## config.mk

```make
export PLATFORM = sky130hd
export DESIGN_NAME = tcrr_top
export DESIGN_NICKNAME = d
export VERILOG_FILES = /design/src/hw/tcrr_top.v /design/src/hw/tcrr_avg.v
export VERILOG_INCLUDE_DIRS = /design/src /design/src/hw
export SDC_FILE = /design/constraint.sdc
export NUM_CORES = 1
export LEC_CHECK = 0
export ABC_AREA = 1
export BUFFER_PORTS_ARGS = -buffer_cell sky130_fd_sc_hd__buf_2
export CORE_MARGIN = 2
export CORE_UTILIZATION = 40
export DETAILED_ROUTE_END_ITERATION = 10
export PLACE_DENSITY_LB_ADDON = 0.2
export SYNTH_ARGS = -nofsm -noshare
export SYNTH_HDL_FRONTEND = slang
export SYNTH_SLANG_ARGS = --single-unit
```

## constraint.sdc

```tcl
create_clock -name pclk -period 6.5 [get_ports pclk]
set_clock_uncertainty 0.2 [all_clocks]
set_input_delay 0 -clock pclk [delete_from_list [all_inputs] [get_ports pclk]]
set_output_delay 0 -clock pclk [all_outputs]
set_load 0.005 [all_outputs]
```

## src/hw/tcrr_regs.vh

```
// register map, field layout and reset values of the result bank
`ifndef TCRR_REGS_VH
`define TCRR_REGS_VH
// =============================================================
// register indices (byte address = index * 4)
`define TCRR_IDX_CH1_SHUNT 4'h1
`define TCRR_IDX_CH1_BUS 4'h2
`define TCRR_IDX_CH2_SHUNT 4'h3
`define TCRR_IDX_CH2_BUS 4'h4
`define TCRR_IDX_CH3_SHUNT 4'h5
`define TCRR_IDX_CH3_BUS 4'h6
`define TCRR_IDX_CTRL 4'h8
`define TCRR_IDX_STATUS 4'h9
// =============================================================
// fields
`define TCRR_SIGN_BIT 15
`define TCRR_MAG_HI 14
`define TCRR_MAG_LO 3
`define TCRR_RSVD_W 3
`define TCRR_RESULT_RST 16'h0000
`define TCRR_FULL_POS 16'h7FF8
`define TCRR_FULL_NEG 16'h8000
`define TCRR_CTRL_AVG_HI 2
`define TCRR_CTRL_AVG_LO 0
`define TCRR_AVG_RST 3'h0
`endif

```

## src/hw/tcrr_top.v

```verilog
// result bank: apb slave, three shunt averagers, three bus result registers
`timescale 1ns/100ps
module tcrr_top (
  input wire pclk,
  input wire presetn,
  input wire psel,
  input wire penable,
  input wire pwrite,
  input wire [7:0] paddr,
  input wire [31:0] pwdata,
  output wire pready,
  output reg [31:0] prdata,
  output wire pslverr,
  input wire [2:0] shunt_valid,
  input wire [47:0] shunt_sample,
  input wire [2:0] bus_valid,
  input wire [47:0] bus_sample
);
`include "tcrr_regs.vh"
  // =============================================================
  // shunt channels, averaged
  reg [2:0] avg_sel_q;
  wire [47:0] shunt_res;
  wire [2:0] shunt_done;
  genvar g;
  generate
    for (g = 0; g < 3; g = g + 1) begin : g_sh
      // 26 bits: 1024 full-scale 16-bit samples must not wrap the sum
      tcrr_avg #(.ACC_W(26)) u_avg (
        .pclk(pclk),
        .presetn(presetn),
        .avg_sel(avg_sel_q),
        .sample_valid(shunt_valid[g]),
        .sample(shunt_sample[g*16 +: 16]),
        .result_q(shunt_res[g*16 +: 16]),
        .done_q(shunt_done[g])
      );
    end
  endgenerate
  // =============================================================
  // bus channels: 8 mV per lsb code from the converter, whole-word load
  reg [15:0] bus_q [0:2];
  reg [2:0] bus_done_q;
  integer i;
  always @(posedge pclk or negedge presetn) begin
    if (!presetn) begin
      for (i = 0; i < 3; i = i + 1) begin
        bus_q[i] <= `TCRR_RESULT_RST;
      end
      bus_done_q <= 3'h0;
    end else begin
      bus_done_q <= bus_valid;
      for (i = 0; i < 3; i = i + 1) begin
        if (bus_valid[i]) begin
          // low 3 bits forced zero; full scale 7FF8 = 32.76 V
          bus_q[i] <= {bus_sample[i*16 + 15], bus_sample[i*16 + 3 +: 12],
                       {`TCRR_RSVD_W{1'b0}}};
        end
      end
    end
  end
  // =============================================================
  // apb: zero wait states, unmapped reads zero with pslverr
  wire [3:0] idx = paddr[5:2];
  wire acc = psel && penable;
  reg mapped;
  reg [15:0] rd_word;
  always @* begin
    mapped = 1'b1;
    rd_word = 16'h0000;
    case (idx)
      `TCRR_IDX_CH1_SHUNT: rd_word = shunt_res[15:0];
      `TCRR_IDX_CH1_BUS: rd_word = bus_q[0];
      `TCRR_IDX_CH2_SHUNT: rd_word = shunt_res[31:16];
      `TCRR_IDX_CH2_BUS: rd_word = bus_q[1];
      `TCRR_IDX_CH3_SHUNT: rd_word = shunt_res[47:32];
      `TCRR_IDX_CH3_BUS: rd_word = bus_q[2];
      `TCRR_IDX_CTRL: rd_word = {13'h0000, avg_sel_q};
      `TCRR_IDX_STATUS: rd_word = {10'h000, bus_done_q, shunt_done};
      default: mapped = 1'b0;
    endcase
    if (paddr[1:0] != 2'h0 || paddr[7:6] != 2'h0) begin
      mapped = 1'b0;
    end
  end
  assign pready = 1'b1;
  assign pslverr = acc && (!mapped || (pwrite && idx != `TCRR_IDX_CTRL));
  // =============================================================
  // read data captured in the setup cycle, so prdata leaves a flop
  // a result landing at the setup edge shows on the next read, never torn
  wire setup = psel && !penable;
  always @(posedge pclk or negedge presetn) begin
    if (!presetn) begin
      prdata <= 32'h00000000;
    end else if (setup && !pwrite && mapped) begin
      prdata <= {16'h0000, rd_word};
    end else begin
      prdata <= 32'h00000000;
    end
  end
  always @(posedge pclk or negedge presetn) begin
    if (!presetn) begin
      avg_sel_q <= `TCRR_AVG_RST;
    end else if (acc && pwrite && mapped && idx == `TCRR_IDX_CTRL) begin
      avg_sel_q <= pwdata[`TCRR_CTRL_AVG_HI:`TCRR_CTRL_AVG_LO];
    end
  end
endmodule // tcrr_top

```

## src/hw/tcrr_avg.v

```verilog
// one channel of shunt averaging with saturation to the 13-bit result code
`timescale 1ns/100ps
module tcrr_avg #(
  parameter ACC_W = 26
) (
  input wire pclk,
  input wire presetn,
  input wire [2:0] avg_sel,
  input wire sample_valid,
  input wire signed [15:0] sample,
  output reg [15:0] result_q,
  output reg done_q
);
`include "tcrr_regs.vh"
  // =============================================================
  // sample count and shift per select code
  reg [10:0] count_lim;
  reg [3:0] shift;
  always @* begin
    case (avg_sel)
      3'h0: begin count_lim = 11'h001; shift = 4'h0; end
      3'h1: begin count_lim = 11'h004; shift = 4'h2; end
      3'h2: begin count_lim = 11'h010; shift = 4'h4; end
      3'h3: begin count_lim = 11'h040; shift = 4'h6; end
      3'h4: begin count_lim = 11'h080; shift = 4'h7; end
      3'h5: begin count_lim = 11'h100; shift = 4'h8; end
      3'h6: begin count_lim = 11'h200; shift = 4'h9; end
      default: begin count_lim = 11'h400; shift = 4'hA; end
    endcase
  end
  // =============================================================
  // accumulate, then divide by shift and saturate
  reg signed [ACC_W-1:0] acc_q;
  reg [10:0] cnt_q;
  wire signed [ACC_W-1:0] acc_d = acc_q + {{(ACC_W-16){sample[15]}}, sample};
  wire signed [ACC_W-1:0] mean = acc_d >>> shift;
  wire last = (cnt_q + 11'h001) >= count_lim;
  reg [15:0] sat;
  always @* begin
    // mean is in raw 13-bit units; clamp before placing at 15..3
    if (mean > $signed({{(ACC_W-13){1'b0}}, 13'h0FFF})) begin
      sat = `TCRR_FULL_POS;
    end else if (mean < $signed({{(ACC_W-13){1'b1}}, 13'h1000})) begin
      sat = `TCRR_FULL_NEG;
    end else begin
      sat = {mean[12:0], {`TCRR_RSVD_W{1'b0}}};
    end
  end
  always @(posedge pclk or negedge presetn) begin
    if (!presetn) begin
      acc_q <= {ACC_W{1'b0}};
      cnt_q <= 11'h000;
      result_q <= `TCRR_RESULT_RST;
      done_q <= 1'b0;
    end else begin
      done_q <= 1'b0;
      if (sample_valid) begin
        if (last) begin
          result_q <= sat;
          done_q <= 1'b1;
          acc_q <= {ACC_W{1'b0}};
          cnt_q <= 11'h000;
        end else begin
          acc_q <= acc_d;
          cnt_q <= cnt_q + 11'h001;
        end
      end
    end
  end
endmodule // tcrr_avg

```

==> metrics.txt, run 1 <==
global-route wire length before repair 105400 um; max-cap violations 0; critical path type reg -> reg; DP Wirelength 46580 um; RSZ-0062 raised after global routing no; Hold Crit Start shunt_sample[47]; number of fill cells 4665; sequential share of power 0.361; Period minus WS final 4394 ps; via count 20646; FF-to-FF End g_sh[0].u_avg.acc_q[20]; Reg area 0.005355 mm^2; vias in the first global route 20599; DRC violation count after routing 0; number of synthesized flops with an enable pin 0; Slew HR 0.3080; clock sink count 214; CP Capture Type flop; CP bufs+invs 3; average cell area after synthesis 6.311 um^2; synthesized area 0.01899 mm^2; sw power 1376 uW; routed len/inst 16.74 um; commonest non-fill, non-tap cell in the layout nand2_1; area of the multi-input gates 0.01160 mm^2; number of cells on the worst hold path 5; pin count of the biggest net entering global routing 104; GRT Resource Usage Total 0.2625; CP top delay family simple AND/OR/NAND/NOR gates; Mapped Cells 3009; placed cell count 3657; startpoint type of the worst setup path flop; Worst-path clk slew 60 ps; die width 221.9 um; R2R setup slack 2110 ps; Syn. warnings 0; vias per cell 5.283; TNS Setup 0 ps; core area 0.04675 mm^2; Distinct cells, synth 56; Slew Limit Fails 0; CP max stage delay 640 ps; synthesized flop and latch total 214; die area 0.04923 mm^2; IO buf count 125; commonest cells after routing, fill and taps aside nand2_1, inv_1, nand3_1; Die Y 221.9 um; Final Setup Violations 0; slowest cell on the critical path nand2_1; worst reg-to-reg path cell count 14; layout cell share with drive strength beyond 1 0.08152; final RePlAce weighted congestion 0.9137; Post-DRT Antenna Nets 0; CTS tree built; Worst Setup SP avg_sel_q[2]; outcome finished clean; Root Driver clkbuf_16; I/O pins 181; P_leak 0.01233 uW; maximum clock insertion buffer count 3; Worst Tran Pin Value 1036 ps; Peak VDD IR 0.1914 mV; register area share after synthesis 0.2820; CP cell instances nor2_2 > buf_4 > nand2_1 > ha_1 > a21boi_0 > o31ai_1 > nand3b_1 > a21oi_1 > inv_1 > a21o_1 > a31oi_1 > buf_4 > nand2_1 > o21ai_0; Clk pwr share 0.391; Final Hold Fails 0; PD cells 179.3 mW/mm^2; period utilization 0.6761; WHS Endpoint g_sh[2].u_avg.acc_q[22]; switching share of power 0.3344; Post-CTS Setup Inserts 0; Pre-antenna DRT Iters 6; top_reg_cell synth dfrtp_1; nets 3532; crit-path max FO 31; Comb power frac 0.249; Rows 79; worst skew pair latency 590 ps; Remaining Overflow, GRT 0; Non-Filler Instances 3908; initial antenna violation count 2; fmax 227.6 MHz; Post-Route WL 65430 um; ys async rst share 1.000; Iter 0 DRT Violations 1254; min-delay worst type in -> reg; Arr. time, crit path 4660 ps; Power Internal 2738 uW; number of stages on the worst setup path 14; Worst R2R Start avg_sel_q[2]; area grow syn2layout 20.81%; worst path required time 6770 ps; CTS H-tree lvls 1; initial core utilization 0.4062; total CTS buffers 27
-- power by group through the flow --
stage	Combinational, uW	Sequential (uW)	Clock (uW)
final	1020	1480	1610
after global routing	1150	1490	1680
after CTS	1010	1480	1640
after detailed placement	894	1500	0
after global placement	885	1500	0
after floorplan	637	1480	0
-- area by class of cell --
class | instances | area share
Antenna cell | 1 | 0.0001091
Clock buffer | 36 | 0.03267
Clock inverter | 13 | 0.007363
Inverter | 397 | 0.06507
Multi-Input combinational cell | 2295 | 0.5059
Sequential cell | 214 | 0.2334
Tap cell | 607 | 0.03311
Timing Repair Buffer | 345 | 0.1224
-- kinds of logic after synthesis --
logic type | Yosys count | share of synthesized area
other | 2 | 0.0003955
XOR/XNOR | 57 | 0.02669
buffers and inverters | 515 | 0.1104
adder cells (fa/ha/maj) | 105 | 0.07037
AO/OA/AOI/OAI | 371 | 0.1158
AND/OR/NAND/NOR | 1712 | 0.3753
multiplexers | 33 | 0.01904
flip-flops | 214 | 0.2820
-- Yosys cell counts, types with 4 or more instances --
library cell  number  share of area
a41oi_1            6         0.0028
dfrtp_1          214           0.28
nand2_1         1115           0.22
xnor2_1           12         0.0055
clkinv_1           5        0.00099
nand3b_1          10         0.0040
buf_4             20         0.0079
o21ai_0          170          0.045
a21oi_2            6         0.0028
nor3_1             5         0.0013
buf_6              6         0.0036
or2_2              6         0.0020
nor4_1             4         0.0013
o31ai_1            5         0.0020
o221ai_1          17         0.0078
a21o_1             4         0.0016
clkbuf_1          55          0.011
nand2_2           13         0.0043
a21oi_1           83          0.022
inv_2              6         0.0012
o22ai_1           22         0.0072
a211oi_1           5         0.0020
o21bai_1           4         0.0016
nor2_2             6         0.0020
o211ai_1          13         0.0051
mux2_2            25          0.015
a221oi_1          12         0.0055
inv_1            385          0.076
buf_1              5        0.00099
nor2_1           167          0.033
nand3_1          343          0.090
xor2_1            44          0.020
a31oi_1            6         0.0020
ha_1             102          0.067
o21a_1             6         0.0024
nand4_1           30         0.0099
mux2i_1            8         0.0042
buf_2             32         0.0084
-- timing repair --
item / CTS / global route
hold endpoints to repair: 269 / 0
resized for setup: 0 / 0
hold buffers: 201 / 0
setup endpoints to repair: 0 / 0
-- sequential cells by signal (all words and copies together) (netlist names) --
register             flops
prdata                  16
g_sh.u_avg.done_q        3
g_sh.u_avg.result_q     39
bus_done_q               3
g_sh.u_avg.cnt_q        33
g_sh.u_avg.acc_q        78
bus_q                   39
avg_sel_q                3
-- worst max-delay path by stage --
stage,endpoint,slack (ps)
6_report,g_sh[0].u_avg.acc_q[20],2110
5_1_grt,g_sh[0].u_avg.acc_q[2],1750
4_1_cts,g_sh[0].u_avg.acc_q[20],2070
3_5_place_dp,g_sh[0].u_avg.acc_q[20],2090
3_3_place_gp,g_sh[0].u_avg.acc_q[0],2170
2_1_floorplan,g_sh[1].u_avg.result_q[10],3140
-- worst reg2reg max path, cell delays in order, from the launching register on --
cell and delay, ps:
dfrtp_1 520, nor2_2 130, buf_4 390, nand2_1 350, ha_1 380, a21boi_0 120, o31ai_1 250, nand3b_1 130
a21oi_1 140, inv_1 50, a21o_1 150, a31oi_1 120, buf_4 250, nand2_1 640, o21ai_0 450
-- through the flow --
stage | setup WS, ps | instance area, um^2 | utilization | hold WS [ps] | power, uW
6_report | 2106 | 22940 | 0.4907 | 36.73 | 4114
3_5_place_dp | 2094 | 19990 | 0.4276 | -39.42 | 2397
4_1_cts | 2071 | 22940 | 0.4906 | 6.615 | 4132
3_3_place_gp | 2170 | 19990 | 0.4276 | -51.90 | 2384
2_1_floorplan | 3138 | 19050 | - | -495.6 | 2118
5_1_grt | 1753 | 22940 | 0.4906 | 62.98 | 4327
-- metal layers --
| layer | track usage | up-vias | routed length, um |
|---|---|---|---|
| li1 | - | 10230 | - |
| met4 | 0.09067 | 2 | 2368 |
| met5 | 0 | - | 13 |
| met2 | 0.4714 | 681 | 31690 |
| met3 | 0.03287 | 163 | 3399 |
| met1 | 0.3232 | 9570 | 27960 |
Power figures use the tool's default switching activity.
==> run 2: changes to the inputs <==
==> constraint.sdc (replaced) <==
create_clock -name pclk -period 4.6 [get_ports pclk]
set_clock_uncertainty 0.2 [all_clocks]
set_input_delay 0 -clock pclk [delete_from_list [all_inputs] [get_ports pclk]]
set_output_delay 0 -clock pclk [all_outputs]
set_load 0.005 [all_outputs]
==> run 2 against run 1 <==
Net effect:
- core utilization grew 0.35 points
- non-clock buffer count grew 16
- final cell count rose by 0.51%
- worst hold slack got worse by 16 ps
- highest routed layer is now met4
- register-to-register slack worse by 1600 ps
- critical path depth up 2
- critical path type unchanged
==> metrics.txt, run 2 (synthesized netlist as in run 1, its figures left out) <==
outcome finished clean (unchanged); CTS tree built (unchanged); startpoint type of the worst setup path flop (unchanged); total CTS buffers 27 (unchanged); fmax 247.1 MHz (was 227.6 MHz); I/O pins 181 (unchanged); area of the multi-input gates 0.01160 mm^2 (unchanged); initial core utilization 0.4062 (unchanged); Post-CTS Setup Inserts 0 (unchanged); Biggest register g_sh.u_avg.acc_q (unchanged); GRT Resource Usage Total 0.2637 (was 0.2625); Largest regs g_sh.u_avg.acc_q x78, bus_q x39, g_sh.u_avg.result_q x39 (unchanged); Final Hold Fails 0 (unchanged); post-CTS sizing 0 (unchanged); IO buf count 125 (unchanged); pin count of the biggest net entering global routing 100 (was 104); Util after Layout 0.4942 (was 0.4907); DRC violation count after routing 0 (unchanged); core area 0.04675 mm^2 (unchanged); placed cell count 3669 (was 3657); P_leak 0.01242 uW (was 0.01233 uW); area grow syn2layout 21.68% (was 20.81%); critical path type reg -> reg (unchanged); number of cells on the worst hold path 5 (unchanged); max-cap violations 0 (unchanged); routed len/inst 16.65 um (was 16.74 um); Rows 79 (unchanged); CP cell instances inv_4 > nor2_8 > inv_2 > o22ai_4 > buf_4 > nand3_1 > nand2_1 > nand2_1 > nand2_1 > nand2_1 > nand2_1 > nand2_1 > nor2_1 > nand3_1 > a21oi_2 > a21oi_1 (was nor2_2 > buf_4 > nand2_1 > ha_1 > a21boi_0 > o31ai_1 > nand3b_1 > a21oi_1 > inv_1 > a21o_1 > a31oi_1 > buf_4 > nand2_1 > o21ai_0); slowest cell on the critical path nor2_8 (was nand2_1); Slew HR 0.3669 (was 0.3080); commonest cells after routing, fill and taps aside nand2_1, inv_1, nand3_1 (unchanged); Worst Tran Pin Value 946.1 ps (was 1036 ps); Remaining Overflow, GRT 0 (unchanged); most used cell, CP nand2_1; Slew Limit Fails 0 (unchanged); Die Y 221.9 um (unchanged); vias per cell 5.255 (was 5.283); final RePlAce weighted congestion 0.9458 (was 0.9137); CP Capture Type flop (unchanged); post-route cell area 0.02311 mm^2 (was 0.02294 mm^2); worst reg-to-reg path cell count 16 (was 14); maximum clock insertion buffer count 3 (unchanged); Post-DRT Antenna Nets 0 (unchanged); Arr. time, crit path 4290 ps (was 4660 ps); RSZ-0062 raised after global routing no (unchanged); global-route wire length before repair 106000 um (was 105400 um); Final Setup Violations 0 (unchanged); CP max stage delay 650 ps (was 640 ps); Peak VDD IR 0.2921 mV (was 0.1914 mV); TNS Setup 0 ps (unchanged); Worst-path clk slew 60 ps (about the same); crit-path max FO 55 (was 31); Post-Route WL 65390 um (was 65430 um); R2R setup slack 550 ps (was 2110 ps); layout cell share with drive strength beyond 1 0.08565 (was 0.08152); nets 3548 (was 3532); worst path required time 4840 ps (was 6770 ps); via count 20642 (was 20646); vias in the first global route 20636 (was 20599); PD cells 254.2 mW/mm^2 (was 179.3 mW/mm^2); Period minus WS final 4047 ps (was 4394 ps); CTS H-tree lvls 1 (unchanged); dpl cell area 0.02008 mm^2 (was 0.01999 mm^2); period utilization 0.8799 (was 0.6761); Largest register FFs 78 (unchanged); die area 0.04923 mm^2 (unchanged); commonest non-fill, non-tap cell in the layout nand2_1 (unchanged); initial antenna violation count 5 (was 2); DP Wirelength 47060 um (was 46580 um); die width 221.9 um (unchanged); number of fill cells 4715 (was 4665); Iter 0 DRT Violations 1398 (was 1254); min-delay worst type in -> reg (unchanged); clock sink count 214 (unchanged); Non-Filler Instances 3928 (was 3908); Reg area 0.005355 mm^2 (unchanged); Root Driver clkbuf_16 (unchanged); Pre-antenna DRT Iters 6 (unchanged); worst skew pair latency 590 ps (about the same)
[run 2: report_power, final]
part	total [uW]	leakage, uW	switching [uW]	internal (uW)
Clock	2320	0.000460	966	1360
Sequential	2100	0.00279	90.6	2010
Combinational	1450	0.00917	904	546
Total	5870	0.0124	1960	3910
[run 2: metrics by stage]
stage / total power (uW) / hold slack [ps] / worst slack [ps]
after floorplan: 2992 / -495.6 / 1238
after global placement: 3377 / -96.51 / 671.3
after detailed placement: 3392 / -89.52 / 604.2
after CTS: 5882 / 4.101 / 606.6
after global routing: 6177 / 73.74 / 250.5
final: 5874 / 21.07 / 552.5
[run 2: cell type report]
type,instances,area share
timing repair buffer,361,0.1271
antenna,5,0.0005415
sequential,214,0.2318
inverter,397,0.06460
clock inverter,17,0.009476
tap,607,0.03287
clock buffer,32,0.03135
multi-input combinational,2295,0.5022
[run 2: layer usage]
metal | track usage | part of all wire | wire, um | up-vias
li1 | - | - | - | 10247
met5 | 0 | 0 | 0 | -
met4 | 0.1077 | 0.043 | 2834 | 0
met3 | 0.03340 | 0.046 | 3009 | 183
met2 | 0.4644 | 0.48 | 31520 | 596
met1 | 0.3258 | 0.43 | 28030 | 9616
[run 2: critical path, delay by kind of cell (launching register included)]
family,cells,cell delay (ps)
flops,1,620
buf+inv,3,760
simple gates,10,1480
compound gates,3,810
[run 2: what timing repair did]
action,in CTS,in global routing
hold buffers,205,0
endpoints found under the setup margin,0,0
endpoints found under the hold margin,255,0
[run 2: worst paths after layout]
| path | start | to |
|---|---|---|
| max | avg_sel_q[2] | g_sh[0].u_avg.result_q[14] |
| min | shunt_sample[47] | g_sh[2].u_avg.acc_q[24] |
| max reg2reg | avg_sel_q[2] | g_sh[0].u_avg.result_q[14] |
| min reg2reg | g_sh[0].u_avg.acc_q[10] | g_sh[0].u_avg.acc_q[10] |
| max in group asynchronous | presetn | g_sh[1].u_avg.acc_q[2] |
| min in group asynchronous | presetn | g_sh[2].u_avg.acc_q[21] |
==> run 3: changes to the inputs <==
--- a/config.mk
+++ b/config.mk
@@ -9,7 +9,7 @@
 export ABC_AREA = 1
 export BUFFER_PORTS_ARGS = -buffer_cell sky130_fd_sc_hd__buf_2
 export CORE_MARGIN = 2
-export CORE_UTILIZATION = 40
+export CORE_UTILIZATION = 62
 export DETAILED_ROUTE_END_ITERATION = 10
 export PLACE_DENSITY_LB_ADDON = 0.2
 export SYNTH_ARGS = -nofsm -noshare
==> run 3 against run 2 <==
Net effect:
- count of clock-buffer cells in the layout rose by 1
- wire length increased by 1.6%
- non-clock buffer count is 43 lower
- cell area decreased by 3.1%
- setup slack got worse by 240 ps
- fmax decreased by 5.7%
- critical path depth fell by 4
- critical path type unchanged
==> metrics.txt, run 3 (synthesized netlist as in run 1, its figures left out) <==
area of the multi-input gates 0.01160 mm^2 (unchanged); final RePlAce weighted congestion 0.9693 (was 0.9458); Peak VDD IR 0.2597 mV (was 0.2921 mV); Worst R2R Start avg_sel_q[0] (was avg_sel_q[2]); Biggest register g_sh.u_avg.acc_q (unchanged); Rows 64 (was 79); Arr. time, crit path 4540 ps (was 4290 ps); GRT Max-Usage Layer met2 (unchanged); commonest non-fill, non-tap cell in the layout nand2_1 (unchanged); Worst Tran Pin Value 1336 ps (was 946.1 ps); Largest register FFs 78 (unchanged); Hold Crit Start shunt_sample[9] (was shunt_sample[47]); Reg area 0.005355 mm^2 (unchanged); Final Hold Fails 0 (unchanged); FF-to-FF End g_sh[2].u_avg.result_q[15] (was g_sh[0].u_avg.result_q[14]); P_leak 0.01221 uW (was 0.01242 uW); worst skew pair latency 580 ps (was 590 ps); post-route cell area 0.02239 mm^2 (was 0.02311 mm^2); core area 0.03035 mm^2 (was 0.04675 mm^2); total CTS buffers 26 (was 27); CP Capture Type flop (unchanged); clock sink count 214 (unchanged); startpoint type of the worst setup path flop (unchanged); number of cells on the worst hold path 5 (unchanged); period utilization 0.9330 (was 0.8799); Worst Setup SP avg_sel_q[0] (was avg_sel_q[2]); Die Y 179.0 um (was 221.9 um); area grow syn2layout 17.90% (was 21.68%); met1 usage 0.5069 (was 0.3258); R2R setup slack 310 ps (was 550 ps); pin count of the biggest net entering global routing 117 (was 100); initial antenna violation count 9 (was 5); global-route wire length before repair 106500 um (was 106000 um); vias per cell 5.915 (was 5.255); placed cell count 3449 (was 3669); Slew Limit Fails 0 (unchanged); max-cap violations 0 (unchanged); Largest regs g_sh.u_avg.acc_q x78, bus_q x39, g_sh.u_avg.result_q x39 (unchanged); CP max stage delay 720 ps (was 650 ps); Iter 0 DRT Violations 2288 (was 1398); DRC violation count after routing 0 (unchanged); die width 179.0 um (was 221.9 um); GRT Resource Usage Total 0.4199 (was 0.2637); Pre-antenna DRT Iters 6 (unchanged); Post-DRT Antenna Nets 0 (unchanged); Post-CTS Setup Inserts 0 (unchanged); min-delay worst type in -> reg (unchanged); I/O pins 181 (unchanged); worst reg-to-reg path cell count 12 (was 16); Post-Route WL 66430 um (was 65390 um); WHS 14.80 ps (was 21.07 ps); CTS tree built (unchanged); Slew HR 0.1060 (was 0.3669); CP cell instances nand2_1 > ha_1 > a21boi_0 > nor2_1 > nand2_1 > a211oi_1 > o21bai_1 > a21oi_1 > o21a_1 > nor2_1 > inv_1 > o21ai_1 (was inv_4 > nor2_8 > inv_2 > o22ai_4 > buf_4 > nand3_1 > nand2_1 > nand2_1 > nand2_1 > nand2_1 > nand2_1 > nand2_1 > nor2_1 > nand3_1 > a21oi_2 > a21oi_1); met3 Usage GRT 0.1226 (was 0.03340); nets 3504 (was 3548); worst path required time 4840 ps (about the same); dpl cell area 0.01976 mm^2 (was 0.02008 mm^2); number of fill cells 2413 (was 4715); fmax 233.0 MHz (was 247.1 MHz); slowest cell on the critical path dfrtp_1 (was nor2_8); Worst-path clk slew 80 ps (was 60 ps); die area 0.03204 mm^2 (was 0.04923 mm^2); Final Setup Violations 0 (unchanged); routed len/inst 18.10 um (was 16.65 um); outcome finished clean (unchanged); Util after Layout 0.7377 (was 0.4942); maximum clock insertion buffer count 3 (unchanged); Root Driver clkbuf_16 (unchanged); CTS H-tree lvls 1 (unchanged); critical path type reg -> reg (unchanged); Period minus WS final 4292 ps (was 4047 ps); commonest cells after routing, fill and taps aside nand2_1, inv_1, nand3_1 (unchanged); DP Wirelength 41880 um (was 47060 um); initial core utilization 0.6257 (was 0.4062); layout cell share with drive strength beyond 1 0.08315 (was 0.08565); WHS Endpoint g_sh[0].u_avg.acc_q[9] (was g_sh[2].u_avg.acc_q[24]); Non-Filler Instances 3671 (was 3928); vias in the first global route 20730 (was 20636); via count 21713 (was 20642); Remaining Overflow, GRT 0 (unchanged); crit-path max FO 14 (was 55); PD cells 259.2 mW/mm^2 (was 254.2 mW/mm^2); GR Util met2 0.6724 (was 0.4644); IO buf count 125 (unchanged)
==> run 3: stage by stage <==
stage | power [uW] | setup slack, ps | TNS, ps
floorplan | 2992 | 1238 | 0
global placement | 3331 | 940.0 | 0
detailed placement | 3363 | 809.5 | 0
CTS | 5631 | 756.4 | 0
global route | 6045 | -8.740 | -8.740
finish | 5803 | 308.2 | 0
==> run 3: layer usage <==
metal  up-vias  wire (um)
li1      10171          -
met1      9850      25440
met2      1286      29920
met3       398       6527
met4         8       4485
met5         -         55
==> run 3: layout make-up <==
| cell class | count | area share |
|---|---|---|
| Multi-Input combinational cell | 2295 | 0.5184 |
| Sequential cell | 214 | 0.2392 |
| Timing Repair Buffer | 318 | 0.1136 |
| Inverter | 397 | 0.06667 |
| Clock buffer | 33 | 0.03202 |
| Tap cell | 396 | 0.02213 |
| Clock inverter | 14 | 0.007601 |
| Antenna cell | 4 | 0.0004471 |
==> run 3: what timing repair did <==
item / 4_1_cts / 5_1_grt
endpoints found under the setup margin: 0 / 1
resized for setup: 0 / 1
endpoints found under the hold margin: 271 / 0
hold buffers: 171 / 0
==> run 3: worst max-delay path by stage <==
stage / endpoint / slack, ps / depth (start not counted)
after global routing: g_sh[2].u_avg.result_q[15] / -9 / 12
after floorplan: g_sh[1].u_avg.result_q[10] / 1240 / 17
after detailed placement: g_sh[0].u_avg.acc_q[12] / 810 / 18
after CTS: g_sh[0].u_avg.acc_q[12] / 760 / 18
final: g_sh[2].u_avg.result_q[15] / 310 / 12
after global placement: g_sh[0].u_avg.result_q[3] / 940 / 12
==> run 3: worst max-delay path, delay by kind of cell, from the launching register on <==
kind | cells | cell delay (ps)
AOI/OAI and AO/OA | 6 | 1280
and+or+nand+nor | 4 | 1150
DFF | 1 | 720
adders and majority gates | 1 | 400
buffers and inverters | 1 | 380
==> run 3: report_power, final <==
part           leakage [uW]  internal, uW  switching [uW]
sequential          0.00279          2010             119
clock              0.000427          1270             932
combinational       0.00899           528             940
